## src/rtl/bsad_cfg.svh

```systemverilog
// Constants for the searchlight aspect driver: offsets, codes, timing.
// Assumes inclusion by bare name from the package and the top module.
`ifndef BSAD_CFG_SVH
`define BSAD_CFG_SVH
// ==========================================
// Register byte offsets
`define BSAD_OFF_TABLE 8'h00
`define BSAD_OFF_CMD 8'h20
`define BSAD_OFF_BRIGHT 8'h24
`define BSAD_OFF_STATUS 8'h28
`define BSAD_TABLE_TOP 3'h0
// ==========================================
// Field widths and reset values
`define BSAD_ASP_W 15
`define BSAD_DUTY_RST 8'h80
`define BSAD_WORD_ZERO 32'h0000_0000
// ==========================================
// Lamp entry codes
`define BSAD_LAMP_NONE 3'h0
`define BSAD_LAMP_FIRST 3'h1
`define BSAD_LAMP_SECOND 3'h2
`define BSAD_LAMP_THIRD 3'h3
`define BSAD_LAMP_FOURTH 3'h4
// ==========================================
// Timing
`define BSAD_FLICKER_MS 100
`define BSAD_CLK_KHZ 50000
`endif

```

## src/rtl/bsad_pkg.sv

```systemverilog
// Types shared by the searchlight aspect driver.
// Assumes bsad_cfg.svh supplies the widths.
`include "bsad_cfg.svh"
package bsad_pkg;
  // ==========================================
  // One aspect table entry, low bit first is lamp_a
  typedef struct packed {
    logic prelight_effect;
    logic pair_reversal_cd;
    logic pair_reversal_ab;
    logic [2:0] lamp_d;
    logic [2:0] lamp_c;
    logic [2:0] lamp_b;
    logic [2:0] lamp_a;
  } bsad_aspect_type;

  // ==========================================
  // Display sequencer states
  typedef enum logic [2:0] {
    BSAD_DARK = 3'b001,
    BSAD_PRE = 3'b010,
    BSAD_SHOW = 3'b100
  } bsad_state_type;

  // ==========================================
  // Whole module state
  typedef struct packed {
    logic pready;
    logic pslverr;
    logic [31:0] prdata;
    bsad_aspect_type [7:0] table_q;
    logic [7:0] stage_red;
    logic [7:0] stage_green;
    logic [7:0] duty_red;
    logic [7:0] duty_green;
    logic [2:0] aspect;
    bsad_state_type st;
    logic [22:0] tmr;
    logic [8:0] pwm;
    logic strap_done;
    logic common_anode;
    logic [3:0] drive;
  } bsad_regs_type;
endpackage : bsad_pkg

```

## src/rtl/bsad_top.sv

```systemverilog
// Bi-polar searchlight aspect driver with an APB register slave.
// Assumes a synchronous APB master on pclk and a static polarity jumper.
//
// Design decisions made here: the register addresses and the APB slave port.
`include "bsad_cfg.svh"
`timescale 1ns/1ns
`default_nettype none
// ==========================================
// One lamp entry code to a one-hot output mask, empty for none and unused codes
module bsad_lamp_decode
  import bsad_pkg::*;
(
  input wire logic [2:0] code,
  output logic [3:0] mask
);
  always_comb begin
    case (code)
      `BSAD_LAMP_FIRST: mask = 4'h1;
      `BSAD_LAMP_SECOND: mask = 4'h2;
      `BSAD_LAMP_THIRD: mask = 4'h4;
      `BSAD_LAMP_FOURTH: mask = 4'h8;
      default: mask = 4'h0;
    endcase
  end
endmodule : bsad_lamp_decode

module bsad_top
  import bsad_pkg::*;
#(
  parameter int FLICKER_CYCLES = `BSAD_FLICKER_MS * `BSAD_CLK_KHZ
) (
  input wire logic pclk,
  input wire logic presetn,
  input wire logic psel,
  input wire logic penable,
  input wire logic pwrite,
  input wire logic [7:0] paddr,
  input wire logic [31:0] pwdata,
  output logic [31:0] prdata,
  output logic pready,
  output logic pslverr,
  input wire logic common_anode_select,
  output logic head_out_first,
  output logic head_out_second,
  output logic head_out_third,
  output logic head_out_fourth
);

  bsad_regs_type s;
  bsad_regs_type next_s;

  logic access;
  logic wr;
  logic in_table;
  logic cmd_hit;
  logic [2:0] cmd_aspect;
  bsad_aspect_type cur;
  logic [8:0] pwm_sum;
  logic [8:0] pwm_inc;
  logic red_phase;
  logic [3:0] ma;
  logic [3:0] mb;
  logic [3:0] mc;
  logic [3:0] md;
  logic [3:0] lit;

  // ==========================================
  // Bus decode
  assign access = psel & penable;
  assign wr = access & s.pready & pwrite;
  assign in_table = paddr[7:5] == `BSAD_TABLE_TOP;
  assign cmd_hit = wr & (paddr == `BSAD_OFF_CMD);
  // Line index in [1:0], closed in [2]; first line thrown is aspect one
  assign cmd_aspect = {pwdata[1], pwdata[2], pwdata[0]};

  // ==========================================
  // Lamp mask of the aspect on show
  assign cur = s.table_q[s.aspect];
  assign pwm_sum = {1'b0, s.duty_red} + {1'b0, s.duty_green};
  assign pwm_inc = s.pwm + 9'h001;
  // Red share of each period first, then green
  assign red_phase = s.pwm < {1'b0, s.duty_red};
  bsad_lamp_decode bsad_lamp_decode_a_i (
    .code(cur.lamp_a),
    .mask(ma)
  );
  bsad_lamp_decode bsad_lamp_decode_b_i (
    .code(cur.lamp_b),
    .mask(mb)
  );
  bsad_lamp_decode bsad_lamp_decode_c_i (
    .code(cur.lamp_c),
    .mask(mc)
  );
  bsad_lamp_decode bsad_lamp_decode_d_i (
    .code(cur.lamp_d),
    .mask(md)
  );

  always_comb begin
    lit = 4'h0;
    case (s.st)
      BSAD_PRE: begin
        lit = mb;
      end
      BSAD_SHOW: begin
        // Both ends of a pair high would leave the die dark, so a flagged
        // pair shows only one entry at a time
        if (cur.pair_reversal_ab) begin
          lit = red_phase ? ma : mb;
        end else if (!cur.prelight_effect) begin
          lit = ma | mb;
        end else begin
          lit = ma;
        end
        if (cur.pair_reversal_cd) begin
          lit = lit | (red_phase ? mc : md);
        end else begin
          lit = lit | mc | md;
        end
      end
      default: begin
        lit = 4'h0;
      end
    endcase
  end

  // ==========================================
  // Next state
  always_comb begin
    next_s = s;
    next_s.pready = access & ~s.pready;
    next_s.pslverr = 1'b0;
    next_s.prdata = `BSAD_WORD_ZERO;
    if (access & ~s.pready & ~pwrite) begin
      if (in_table) begin
        next_s.prdata = {17'h0_0000, s.table_q[paddr[4:2]]};
      end else if (paddr == `BSAD_OFF_CMD) begin
        next_s.prdata = {29'h0000_0000, s.aspect};
      end else if (paddr == `BSAD_OFF_BRIGHT) begin
        next_s.prdata = {s.duty_green, s.duty_red, s.stage_green, s.stage_red};
      end else if (paddr == `BSAD_OFF_STATUS) begin
        next_s.prdata = {21'h00_0000, s.drive, s.common_anode, s.st, s.aspect};
      end else begin
        next_s.pslverr = 1'b1;
      end
    end
    if (access & ~s.pready & pwrite) begin
      if (!in_table && paddr != `BSAD_OFF_CMD && paddr != `BSAD_OFF_BRIGHT) begin
        next_s.pslverr = 1'b1;
      end
    end
    if (wr & in_table) begin
      next_s.table_q[paddr[4:2]] = bsad_aspect_type'(pwdata[`BSAD_ASP_W-1:0]);
    end
    // Staged only; the lamps see it at the next command
    if (wr & (paddr == `BSAD_OFF_BRIGHT)) begin
      next_s.stage_red = pwdata[7:0];
      next_s.stage_green = pwdata[15:8];
    end

    // Jumper caught once after reset release
    if (!s.strap_done) begin
      next_s.strap_done = 1'b1;
      next_s.common_anode = common_anode_select;
    end

    // PWM period is the sum of both duties
    if (pwm_inc >= pwm_sum) begin
      next_s.pwm = 9'h000;
    end else begin
      next_s.pwm = pwm_inc;
    end

    case (s.st)
      BSAD_PRE: begin
        if (s.tmr == 23'(FLICKER_CYCLES - 1)) begin
          next_s.tmr = 23'h00_0000;
          next_s.st = BSAD_SHOW;
        end else begin
          next_s.tmr = s.tmr + 23'h00_0001;
        end
      end
      BSAD_SHOW: begin
        next_s.tmr = 23'h00_0000;
      end
      BSAD_DARK: begin
        next_s.tmr = 23'h00_0000;
      end
      default: begin
        next_s.st = BSAD_DARK;
        next_s.tmr = 23'h00_0000;
      end
    endcase

    if (cmd_hit) begin
      next_s.aspect = cmd_aspect;
      next_s.duty_red = s.stage_red;
      next_s.duty_green = s.stage_green;
      next_s.pwm = 9'h000;
      next_s.tmr = 23'h00_0000;
      if (s.table_q[cmd_aspect].prelight_effect) begin
        next_s.st = BSAD_PRE;
      end else begin
        next_s.st = BSAD_SHOW;
      end
    end

    // All-none entries give an empty mask, so every output rests at the common_anode level (low, or high in common-anode mode)
    next_s.drive = lit ^ {4{s.common_anode}};
  end

  // ==========================================
  // State register
  always_ff @(posedge pclk or negedge presetn) begin
    if (!presetn) begin
      s <= '0;
      s.st <= BSAD_DARK;
      s.stage_red <= `BSAD_DUTY_RST;
      s.stage_green <= `BSAD_DUTY_RST;
      s.duty_red <= `BSAD_DUTY_RST;
      s.duty_green <= `BSAD_DUTY_RST;
    end else begin
      s <= next_s;
    end
  end

  // ==========================================
  // Outputs straight from the state register
  assign prdata = s.prdata;
  assign pready = s.pready;
  assign pslverr = s.pslverr;
  assign head_out_first = s.drive[0];
  assign head_out_second = s.drive[1];
  assign head_out_third = s.drive[2];
  assign head_out_fourth = s.drive[3];

endmodule : bsad_top
`default_nettype wire

```

## config.mk

```make
export PLATFORM = sky130hd
export DESIGN_NAME = bsad_top
export DESIGN_NICKNAME = d
export VERILOG_FILES = /design/src/rtl/bsad_pkg.sv /design/src/rtl/bsad_top.sv
export VERILOG_INCLUDE_DIRS = /design/src /design/src/rtl
export SDC_FILE = /design/constraint.sdc
export NUM_CORES = 1
export LEC_CHECK = 0
export ABC_AREA = 1
export ABC_CLOCK_PERIOD_IN_PS = 8000
export BUFFER_PORTS_ARGS = -buffer_cell sky130_fd_sc_hd__buf_2
export CAP_MARGIN = 25
export CORE_MARGIN = 5
export CORE_UTILIZATION = 62
export DETAILED_ROUTE_END_ITERATION = 8
export HOLD_SLACK_MARGIN = 0.03
export PLACE_DENSITY = 0.81
export SETUP_SLACK_MARGIN = 0.5
export SLEW_MARGIN = 20
export SYNTH_ARGS = -nofsm -noshare
export SYNTH_HDL_FRONTEND = slang
export SYNTH_SLANG_ARGS = --single-unit
```

## constraint.sdc

```tcl
create_clock -name pclk -period 8 [get_ports pclk]
set_input_delay 0 -clock pclk [delete_from_list [all_inputs] [get_ports pclk]]
set_output_delay 0 -clock pclk [all_outputs]
set_load 0.005 [all_outputs]
```

After elaboration in Yosys (flattened, before gate mapping)
Index checks and enable logic that the tools add are counted.
Storage, ports and cells
  bits in registers: 230
  input port bits: 46
  output and inout bits: 38
  logic and storage cells: 167
Operators by class
  add/subtract/negate cells: 3
  order comparisons: 6
  eq/ne operators: 27
  muxes and demuxes: 38
  bitwise operators: 16
  reductions and logical operators: 7
Operators with widths (count)
  $bmux W15 S3: 3
  $bwmux W120: 1
  $mux W32: 3
  $pmux W4 S4: 4
  $mux W15: 4
  $mux W23: 2
  $demux W15 S3: 1
  $mux W35: 1
  $mux W33: 1
  $eq A3 B2 Y1 const B: 9
  $eq A8 B6 Y1 const B: 3
  $mux W4: 6
  $add A23 B1 Y23 const B: 1
  $eq A23 B23 Y1 const B: 1
  $ne A8 B6 Y1 const B: 2
  $or A4 B4 Y4: 4
  $eq A3 B1 Y1 const B: 5
  $eq A3 B3 Y1 const B: 5
  $lt A3 B4 Y1 const B: 3
  $mux W11: 1
  $add A8 B8 Y9: 1
  $add A9 B1 Y9 const B: 1
  $and A1 B1 Y1: 9
  $ge A9 B9 Y1: 1
  16 further kinds: 25

Logic depth before layout (Yosys ltp)
Gate-level depths: netlist of run 1.
  depth in word-level cells: 13
  depth in mapped cells: 19
  mapped depth without buffers: 18

Cells and area by module
A second synthesis of run 1 with hierarchy kept.
Second synthesis, totals
  cell total of the unflattened synthesis: 1537
  area total of the unflattened synthesis: 12075.3 um^2
Modules (own cells, without submodules)
  bsad_top: times used 1, cells each 1501, area each 11940.2 um^2, seq. area each 5761.8 um^2
  bsad_lamp_decode: times used 4, cells each 9, area each 33.8 um^2, seq. area each 0.0 um^2

Worst setup path after synthesis of run 1
OpenSTA, ideal clock, no wires.
  path type: flip-flop to flip-flop
  from: register s[44] (netlist bit)
  to: register s[10] (netlist bit)
  setup time: 0.138 ns
  arrival time: 2.512 ns
  setup slack: 5.350 ns
  stages on the path, launching flop included: 16
  cell sequence: dfrtp_1 > ha_1 > fa_1 > a21oi_1 > o21ai_0 > a21oi_1 > o21bai_1 > xnor2_1 > ha_1 > nand2_1 > inv_1 > nand2_1 > nand2_1 > a21oi_1 > o21ai_1 > nor2_1
RTL lines
  from (decl): RTL line bsad_top.sv:49  | bsad_regs_type s;
  from (signal assigned): RTL line bsad_top.sv:224  | s <= next_s;

==> results.tsv, run 1 <==
metric	value	unit
flops & latches, synth	230	
largest family of logic cells by synthesized area	simple AND/OR/NAND/NOR gates	
multi-input logic area	0.00550	sq mm
Post-Synth Adder-Cell Area	2.77	%
switching share of power	25.6	%
CTS Buffer Depth	3	
CTS clk-pin slew, worst paths	60	ps
post-synth cell types	45	
Layout Skew	9.60	ps
DRT iter0 DRCs	1189	
die area	0.0231	sq mm
Post-Synth XOR/XNOR Area	0.843	%
Worst Max-Slew Pin Slew	939	ps
Ys Warns	0	
gr usage total	29.4	%
Row Count	51	
met3 WL	3080	microns
Reg area	0.00576	sq mm
commonest non-fill, non-tap cell in the layout	nand2_1	
Rel. slew slack	37.3	%
post-cts resize count	0	
CTS Hold Bufs	21	
CTS buffer count	24	
critical setup path kind	flip-flop to flip-flop	
diode count	0	
final hold violations	0	
GP Congestion	0.948	
status	complete, no violations	
Max Cap Viol	0	
initial antenna violation count	0	
WL final	34700	microns
I/O Buffers	67	
post-synthesis simple-gate area fraction	26.4	%
vias per cell	5.85	
DRT Pass-1 Iters	8	
final setup fails	0	
Hold Crit Class	primary input to flip-flop	
NetSw	0.670	mW
M1 WL	14100	microns
most frequent cells in the layout	nand2_1 (501), dfrtp_1 (224), o21ai_0 (192)	
Final Max Slew Viols	0	
largest net degree at the start of global routing	91	
grt ovf	0	
drt wl/cell	18.0	microns
Reg power frac	46.9	%
synthesized net count	1701	
# clock sinks	230	
num ports	84	
EDFF count, synth	0	
leakage	6.46	nW
DR top layer	met4	
main flop type after synthesis	dfrtp_1	
fin crit share	39.2	%
mapped cell area	0.0125	sq mm
crit path launch type	flip-flop	
combinational power share	10.5	%
final hold slack	45.4	ps
Syn-to-layout area delta	9.47	%
final cell area excluding filler cells	0.0137	sq mm
Seq/Total Area, Yosys	46.2	%
compound-gate portion of the synthesized area	14.1	%
Fillers	1654	
worst skew pair latency	530	ps
Max Freq	319	MHz
Remaining DRCs	0	
die height	152	microns
nets@finish	1715	
ANT nets after route	0	
RSZ-0062 raised after global routing	false	
Initial Util	63.5	%
routed wl met2	16200	microns
average size of a mapped cell	7.66	sq um
vias in the first global route	10800	
Pint	1.95	mW
Vias	11300	
Detailed Place HPWL	21900	microns
root buffer cell	clkbuf_16	
mux contribution to synthesized area	0	%
CTS H-tree lvls	1	
synthesized instance count	1628	
first-pass GRT wire length	56400	microns
Cell Pwr Density	192	mW/mm^2
CP required	8380	ps
Critical Path End Type	flip-flop	
crit path DAT	3520	ps
layout cells sized above 1	9.58	%
clock network power share	42.7	%
Core ar.	0.0197	sq mm
peak supply drop	0.000162	V
Die W	152	microns
Area after DPL	0.0126	sq mm
setup TNS	0	ps
crit path max fanout	9	
Post-CTS Setup Bufs	0	
CTS tree	yes	
Tmin final	3140	ps
post-synthesis async set-or-reset flop share	100	%
[final timing paths]
kind                            startpoint    endpoint  slack [ps]  depth (start not counted)
worst max-delay path                 s[52]        s[8]        4860                         15
worst min-delay path              paddr[4]   prdata[9]          50                          4
worst max register to register       s[52]        s[8]        4860                         15
worst min register to register       s[15]       s[15]         460                          1
max in group asynchronous          presetn       s[22]        6620                          3
min in group asynchronous          presetn  prdata[24]          80                          2
[metal layers]
layer,GRT usage (%),vias up
met4,10.4,0
li1,-,5335
met3,5.14,97
met2,48.4,574
met1,39.6,5246
met5,0,-
[power by group through the flow]
| stage | Sequential (mW) | Clock [mW] | Combinational [mW] |
|---|---|---|---|
| floorplan | 1.24 | 0 | 0.168 |
| global placement | 1.25 | 0 | 0.245 |
| detailed placement | 1.25 | 0 | 0.259 |
| CTS | 1.23 | 1.13 | 0.270 |
| global route | 1.23 | 1.17 | 0.310 |
| finish | 1.23 | 1.12 | 0.274 |
[registers in the layout, summed over array words and instances (netlist names)]
register	count
head_out_fourth	1
head_out_third	1
prdata	32
head_out_second	1
pslverr	1
s	192
head_out_first	1
pready	1
[cells by family (layout without fill, tap and decap cells)]
group,count (synthesis),count (layout)
DFF,230,230
other,1,1
buffers and inverters,266,298
and+or+nand+nor,776,776
xor gates and xnor gates,12,12
AOI/OAI and AO/OA,316,316
adders and majority gates,27,27
[layout make-up]
| class | instances | area share [%] |
|---|---|---|
| multi-input combinational | 1132 | 40.3 |
| clock inverter | 4 | 0.330 |
| tap | 265 | 2.43 |
| timing repair buffer | 106 | 5.20 |
| inverter | 148 | 4.11 |
| clock buffer | 40 | 5.43 |
| sequential | 230 | 42.2 |
[worst max-delay path: stages (launching register included)]
cell,delay (ps)
dfrtp_1,440
ha_1,250
fa_1,400
a21oi_1,170
o21ai_0,130
a21oi_1,180
o21bai_1,110
xnor2_1,140
ha_1,290
nand2_1,50
inv_1,40
nand2_1,50
nand2_1,50
a21oi_1,50
o21ai_1,530
nor2_1,100
[Yosys cell counts (3+ instances only)]
| library cell | n | area share, % |
|---|---|---|
| clkbuf_1 | 52 | 1.6 |
| inv_2 | 6 | 0.18 |
| a221oi_1 | 5 | 0.35 |
| nor3_1 | 19 | 0.76 |
| nand4_1 | 14 | 0.70 |
| o21a_1 | 4 | 0.24 |
| buf_2 | 22 | 0.88 |
| o21ai_0 | 192 | 7.7 |
| dfrtp_1 | 225 | 45 |
| nand3_2 | 4 | 0.32 |
| xor2_1 | 8 | 0.56 |
| nor2_1 | 74 | 2.2 |
| nand2_1 | 502 | 15 |
| a31oi_1 | 6 | 0.30 |
| buf_4 | 35 | 2.1 |
| nor2_2 | 7 | 0.35 |
| inv_1 | 141 | 4.2 |
| nand2_2 | 5 | 0.25 |
| o221ai_1 | 29 | 2.0 |
| nor3b_1 | 11 | 0.66 |
| ha_1 | 26 | 2.6 |
| dfstp_2 | 5 | 1.1 |
| nand3b_1 | 3 | 0.18 |
| nand3_1 | 128 | 5.1 |
| nor2_4 | 3 | 0.27 |
| a21oi_1 | 64 | 2.6 |
| buf_6 | 7 | 0.63 |
| xnor2_1 | 4 | 0.28 |
| o21ai_1 | 7 | 0.28 |
[metrics by stage]
stage,utilization (%),std cells,power [mW],setup slack [ps]
floorplan,-,1628,1.41,5350
global placement,64.2,1859,1.49,4940
detailed placement,64.2,1859,1.51,4850
CTS,69.3,1924,2.62,4870
global route,69.5,1925,2.71,4530
finish,69.5,1925,2.62,4860
Power figures use the tool's default switching activity.
==> run 2: changes to the inputs <==
ABC_AREA = 0   (was 1)
ABC_CLOCK_PERIOD_IN_PS = 2700   (was 8000)
CORE_UTILIZATION = 55   (was 62)
PLACE_DENSITY = 0.77   (was 0.81)
clock period = 2.7 ns   (was 8 ns; I/O delays follow)
==> run 2 against run 1 <==
  * Global-route usage decreased by 5.1 points
  * First-iteration DRC count shrank 47%
  * Combinational power grew 30%
  * Critical path type unchanged
  * Largest power group unchanged
==> results.tsv, run 2 <==
metric	value	unit	change
synthesized net count	1020		was 1,701
vias in the first global route	8618		was 10.8k
Row Count	54		was 51
Remaining DRCs	0		unchanged
crit path launch type	flip-flop		unchanged
Fillers	1524		was 1,654
CTS tree	yes		unchanged
Hold Crit Class	primary input to async pin		was primary input to flip-flop
Max Freq	382	MHz	was 319 MHz
WL final	29600	microns	was 34,700 microns
post-synthesis async set-or-reset flop share	100	%	unchanged
top cells by count, synth	dfrtp_1 (225), mux2_2 (126), nand2_1 (71)		was nand2_1 (502), dfrtp_1 (225), o21ai_0 (192)
cell taking the most area after synthesis	dfrtp_1		unchanged
CTS H-tree lvls	1		unchanged
Layout Skew	11.7	ps	was 9.60 ps
Ys Warns	0		unchanged
# clock sinks	230		unchanged
dominant cell by count in the synthesized netlist	dfrtp_1		was nand2_1
Area after DPL	0.0127	sq mm	was 0.0126 sq mm
num ports	84		unchanged
crit path max fanout	8		was 9
Syn-to-layout area delta	18.6	%	was 9.47%
CTS buffer count	25		was 24
Rel. slew slack	40.6	%	was 37.3%
most frequent cells in the layout	dfrtp_1 (223), mux2_2 (125), buf_2 (66)		was nand2_1 (501), dfrtp_1 (224), o21ai_0 (192)
worst skew pair latency	530	ps	about the same
Die W	157	microns	was 152 microns
first-pass GRT wire length	47300	microns	was 56,400 microns
die area	0.0248	sq mm	was 0.0231 sq mm
I/O Buffers	67		unchanged
EDFF count, synth	0		unchanged
Initial Util	55.3	%	was 63.5%
Detailed Place HPWL	20100	microns	was 21,900 microns
commonest non-fill, non-tap cell in the layout	dfrtp_1		was nand2_1
crit path DAT	3020	ps	was 3520 ps
fin crit share	96.9	%	was 39.2%
critical setup path kind	flip-flop to flip-flop		unchanged
average size of a mapped cell	12.6	sq um	was 7.66 sq um
layout cells sized above 1	40.7	%	was 9.58%
GP Congestion	0.926		was 0.948
DRT Pass-1 Iters	7		was 8
gr usage total	24.3	%	was 29.4%
Cell Pwr Density	506	mW/mm^2	was 192 mW/mm^2
ranking of synthesized cells by area	dfrtp_1 (47%), mux2_2 (12%), mux4_2 (11%)		was dfrtp_1 (45%), nand2_1 (15%), o21ai_0 (7.7%)
largest register by flop count	s		unchanged
Finished Layout Cells	1346		was 1,925
CP required	3100	ps	was 8380 ps
Yosys top cell area share	47.1	%	was 45.1%
root buffer cell	clkbuf_16		unchanged
final hold violations	0		unchanged
Tmin final	2620	ps	was 3140 ps
Seq/Total Area, Yosys	48.2	%	was 46.2%
CTS clk-pin slew, worst paths	60	ps	about the same
Vias	8215		was 11.3k
drt wl/cell	22.0	microns	was 18.0 microns
CTS Buffer Depth	3		unchanged
final setup fails	0		unchanged
initial antenna violation count	0		unchanged
RSZ-0062 raised after global routing	true		was false
post-synth cell types	55		was 45
synthesized instance count	947		was 1,628
peak supply drop	0.000334	V	was 0.000162 V
nets@finish	1123		was 1,715
vias per cell	6.10		was 5.85
final core occ	65.6	%	was 69.5%
CP Launch Point	s[44]		was s[52]
Worst Max-Slew Pin Slew	891	ps	was 939 ps
Max Cap Viol	0		unchanged
Final Max Slew Viols	0		unchanged
status	complete, no violations		unchanged
DRT iter0 DRCs	626		was 1,189
Core ar.	0.0216	sq mm	was 0.0197 sq mm
mapped cell area	0.0120	sq mm	was 0.0125 sq mm
die height	157	microns	was 152 microns
ANT nets after route	0		unchanged
max reg flops	192		unchanged
flops & latches, synth	230		unchanged
grt ovf	0		unchanged
leakage	6.70	nW	was 6.46 nW
final cell area excluding filler cells	0.0142	sq mm	was 0.0137 sq mm
main flop type after synthesis	dfrtp_1		unchanged
Critical Path End Type	flip-flop		unchanged
largest net degree at the start of global routing	96		was 91
R2R Path Start	s[44]		was s[52]
diode count	0		unchanged
Inst Count DP	1258		was 1,859
run 2: cell count changes after synthesis, sizes merged, moves of 16 or more:
cell    before  now
mux2         0  151
nand2      507   71
nand3      132   30
inv        148   24
mux2i        0   16
clkbuf      52   27
a21oi       64   20
mux4         0   62
nor2        84   65
o221ai      29    0
o21ai      201   21
and2         0   19
run 2: layout make-up:
class / instances / area [sq um] / area share (%)
repair buffers: 156 / 1230 / 8.68
well taps: 280 / 350 / 2.47
multi-input cells: 613 / 5950 / 42.0
clock inverters: 6 / 61.3 / 0.432
inverters: 24 / 92.6 / 0.653
flip-flops and latches: 230 / 5760 / 40.6
clock buffers: 37 / 731 / 5.15
run 2: layer usage:
layer  vias up  global-route usage, %  share of wire (%)
li1       3612                      -                  -
met1      4203                   33.0                 41
met2       301                   40.1                 49
met3        99                   3.46                6.1
met4         0                   9.50                3.9
met5         -                      0                  0
run 2: worst paths after layout:
| kind | endpoint | slack, ps | cells after the start |
|---|---|---|---|
| hold reg to reg | s[51] | 470 | 2 |
| hold / removal | s[89] | 90 | 2 |
| setup / recovery | s[9] | 80 | 14 |
| setup reg to reg | s[9] | 80 | 14 |
| min in group pclk | s[51] | 140 | 6 |
| max in group asynchronous | s[59] | 1710 | 3 |
run 2: what timing repair did:
action	4_1_cts	5_1_grt
endpoints found under the hold margin	243	0
resized for setup	54	27
buffers inserted	17	6
pin swaps	27	13
hold buffers	22	0
setup endpoints to repair	14	15
run 2: worst max-delay path, cell delays in order (launching register included):
cell and delay, ps:
dfrtp_1 390, ha_2 210, fa_2 350, a21oi_2 130
nor2_1 50, nor2_1 130, o21bai_1 90, a21oi_2 160
o21bai_1 90, a21oi_2 130, ha_2 220, nor4_2 60
nor2_1 170, nand2_2 130, and2_1 180
run 2: cells by family (layout without fill, tap and decap cells):
logic type / Yosys count / in the layout / share of synthesized area [%]
muxes: 229 / 229 / 27.5
and+or+nand+nor: 248 / 248 / 10.2
adders and majority gates: 27 / 27 / 2.89
other: 1 / 1 / 0.0314
DFF: 230 / 230 / 48.2
buffers and inverters: 104 / 223 / 4.76
AOI/OAI and AO/OA: 74 / 74 / 4.02
xor gates and xnor gates: 34 / 34 / 2.49
run 2: power breakdown:
group | total [mW] | switching, mW | internal, mW
registers | 3.51 | 0.0313 | 3.48
logic | 0.355 | 0.212 | 0.143
clock network | 3.30 | 1.35 | 1.96
run 2: through the flow:
step                worst slack (ps)  hold slack (ps)  setup TNS, ps  power, mW
floorplan                        260             -296              0       3.70
global placement                67.6             82.7              0       3.88
detailed placement             -13.5             89.6          -48.9       3.89
CTS                              128              120              0       7.22
global route                   -83.1              151           -538       7.42
finish                          83.9             94.2              0       7.17
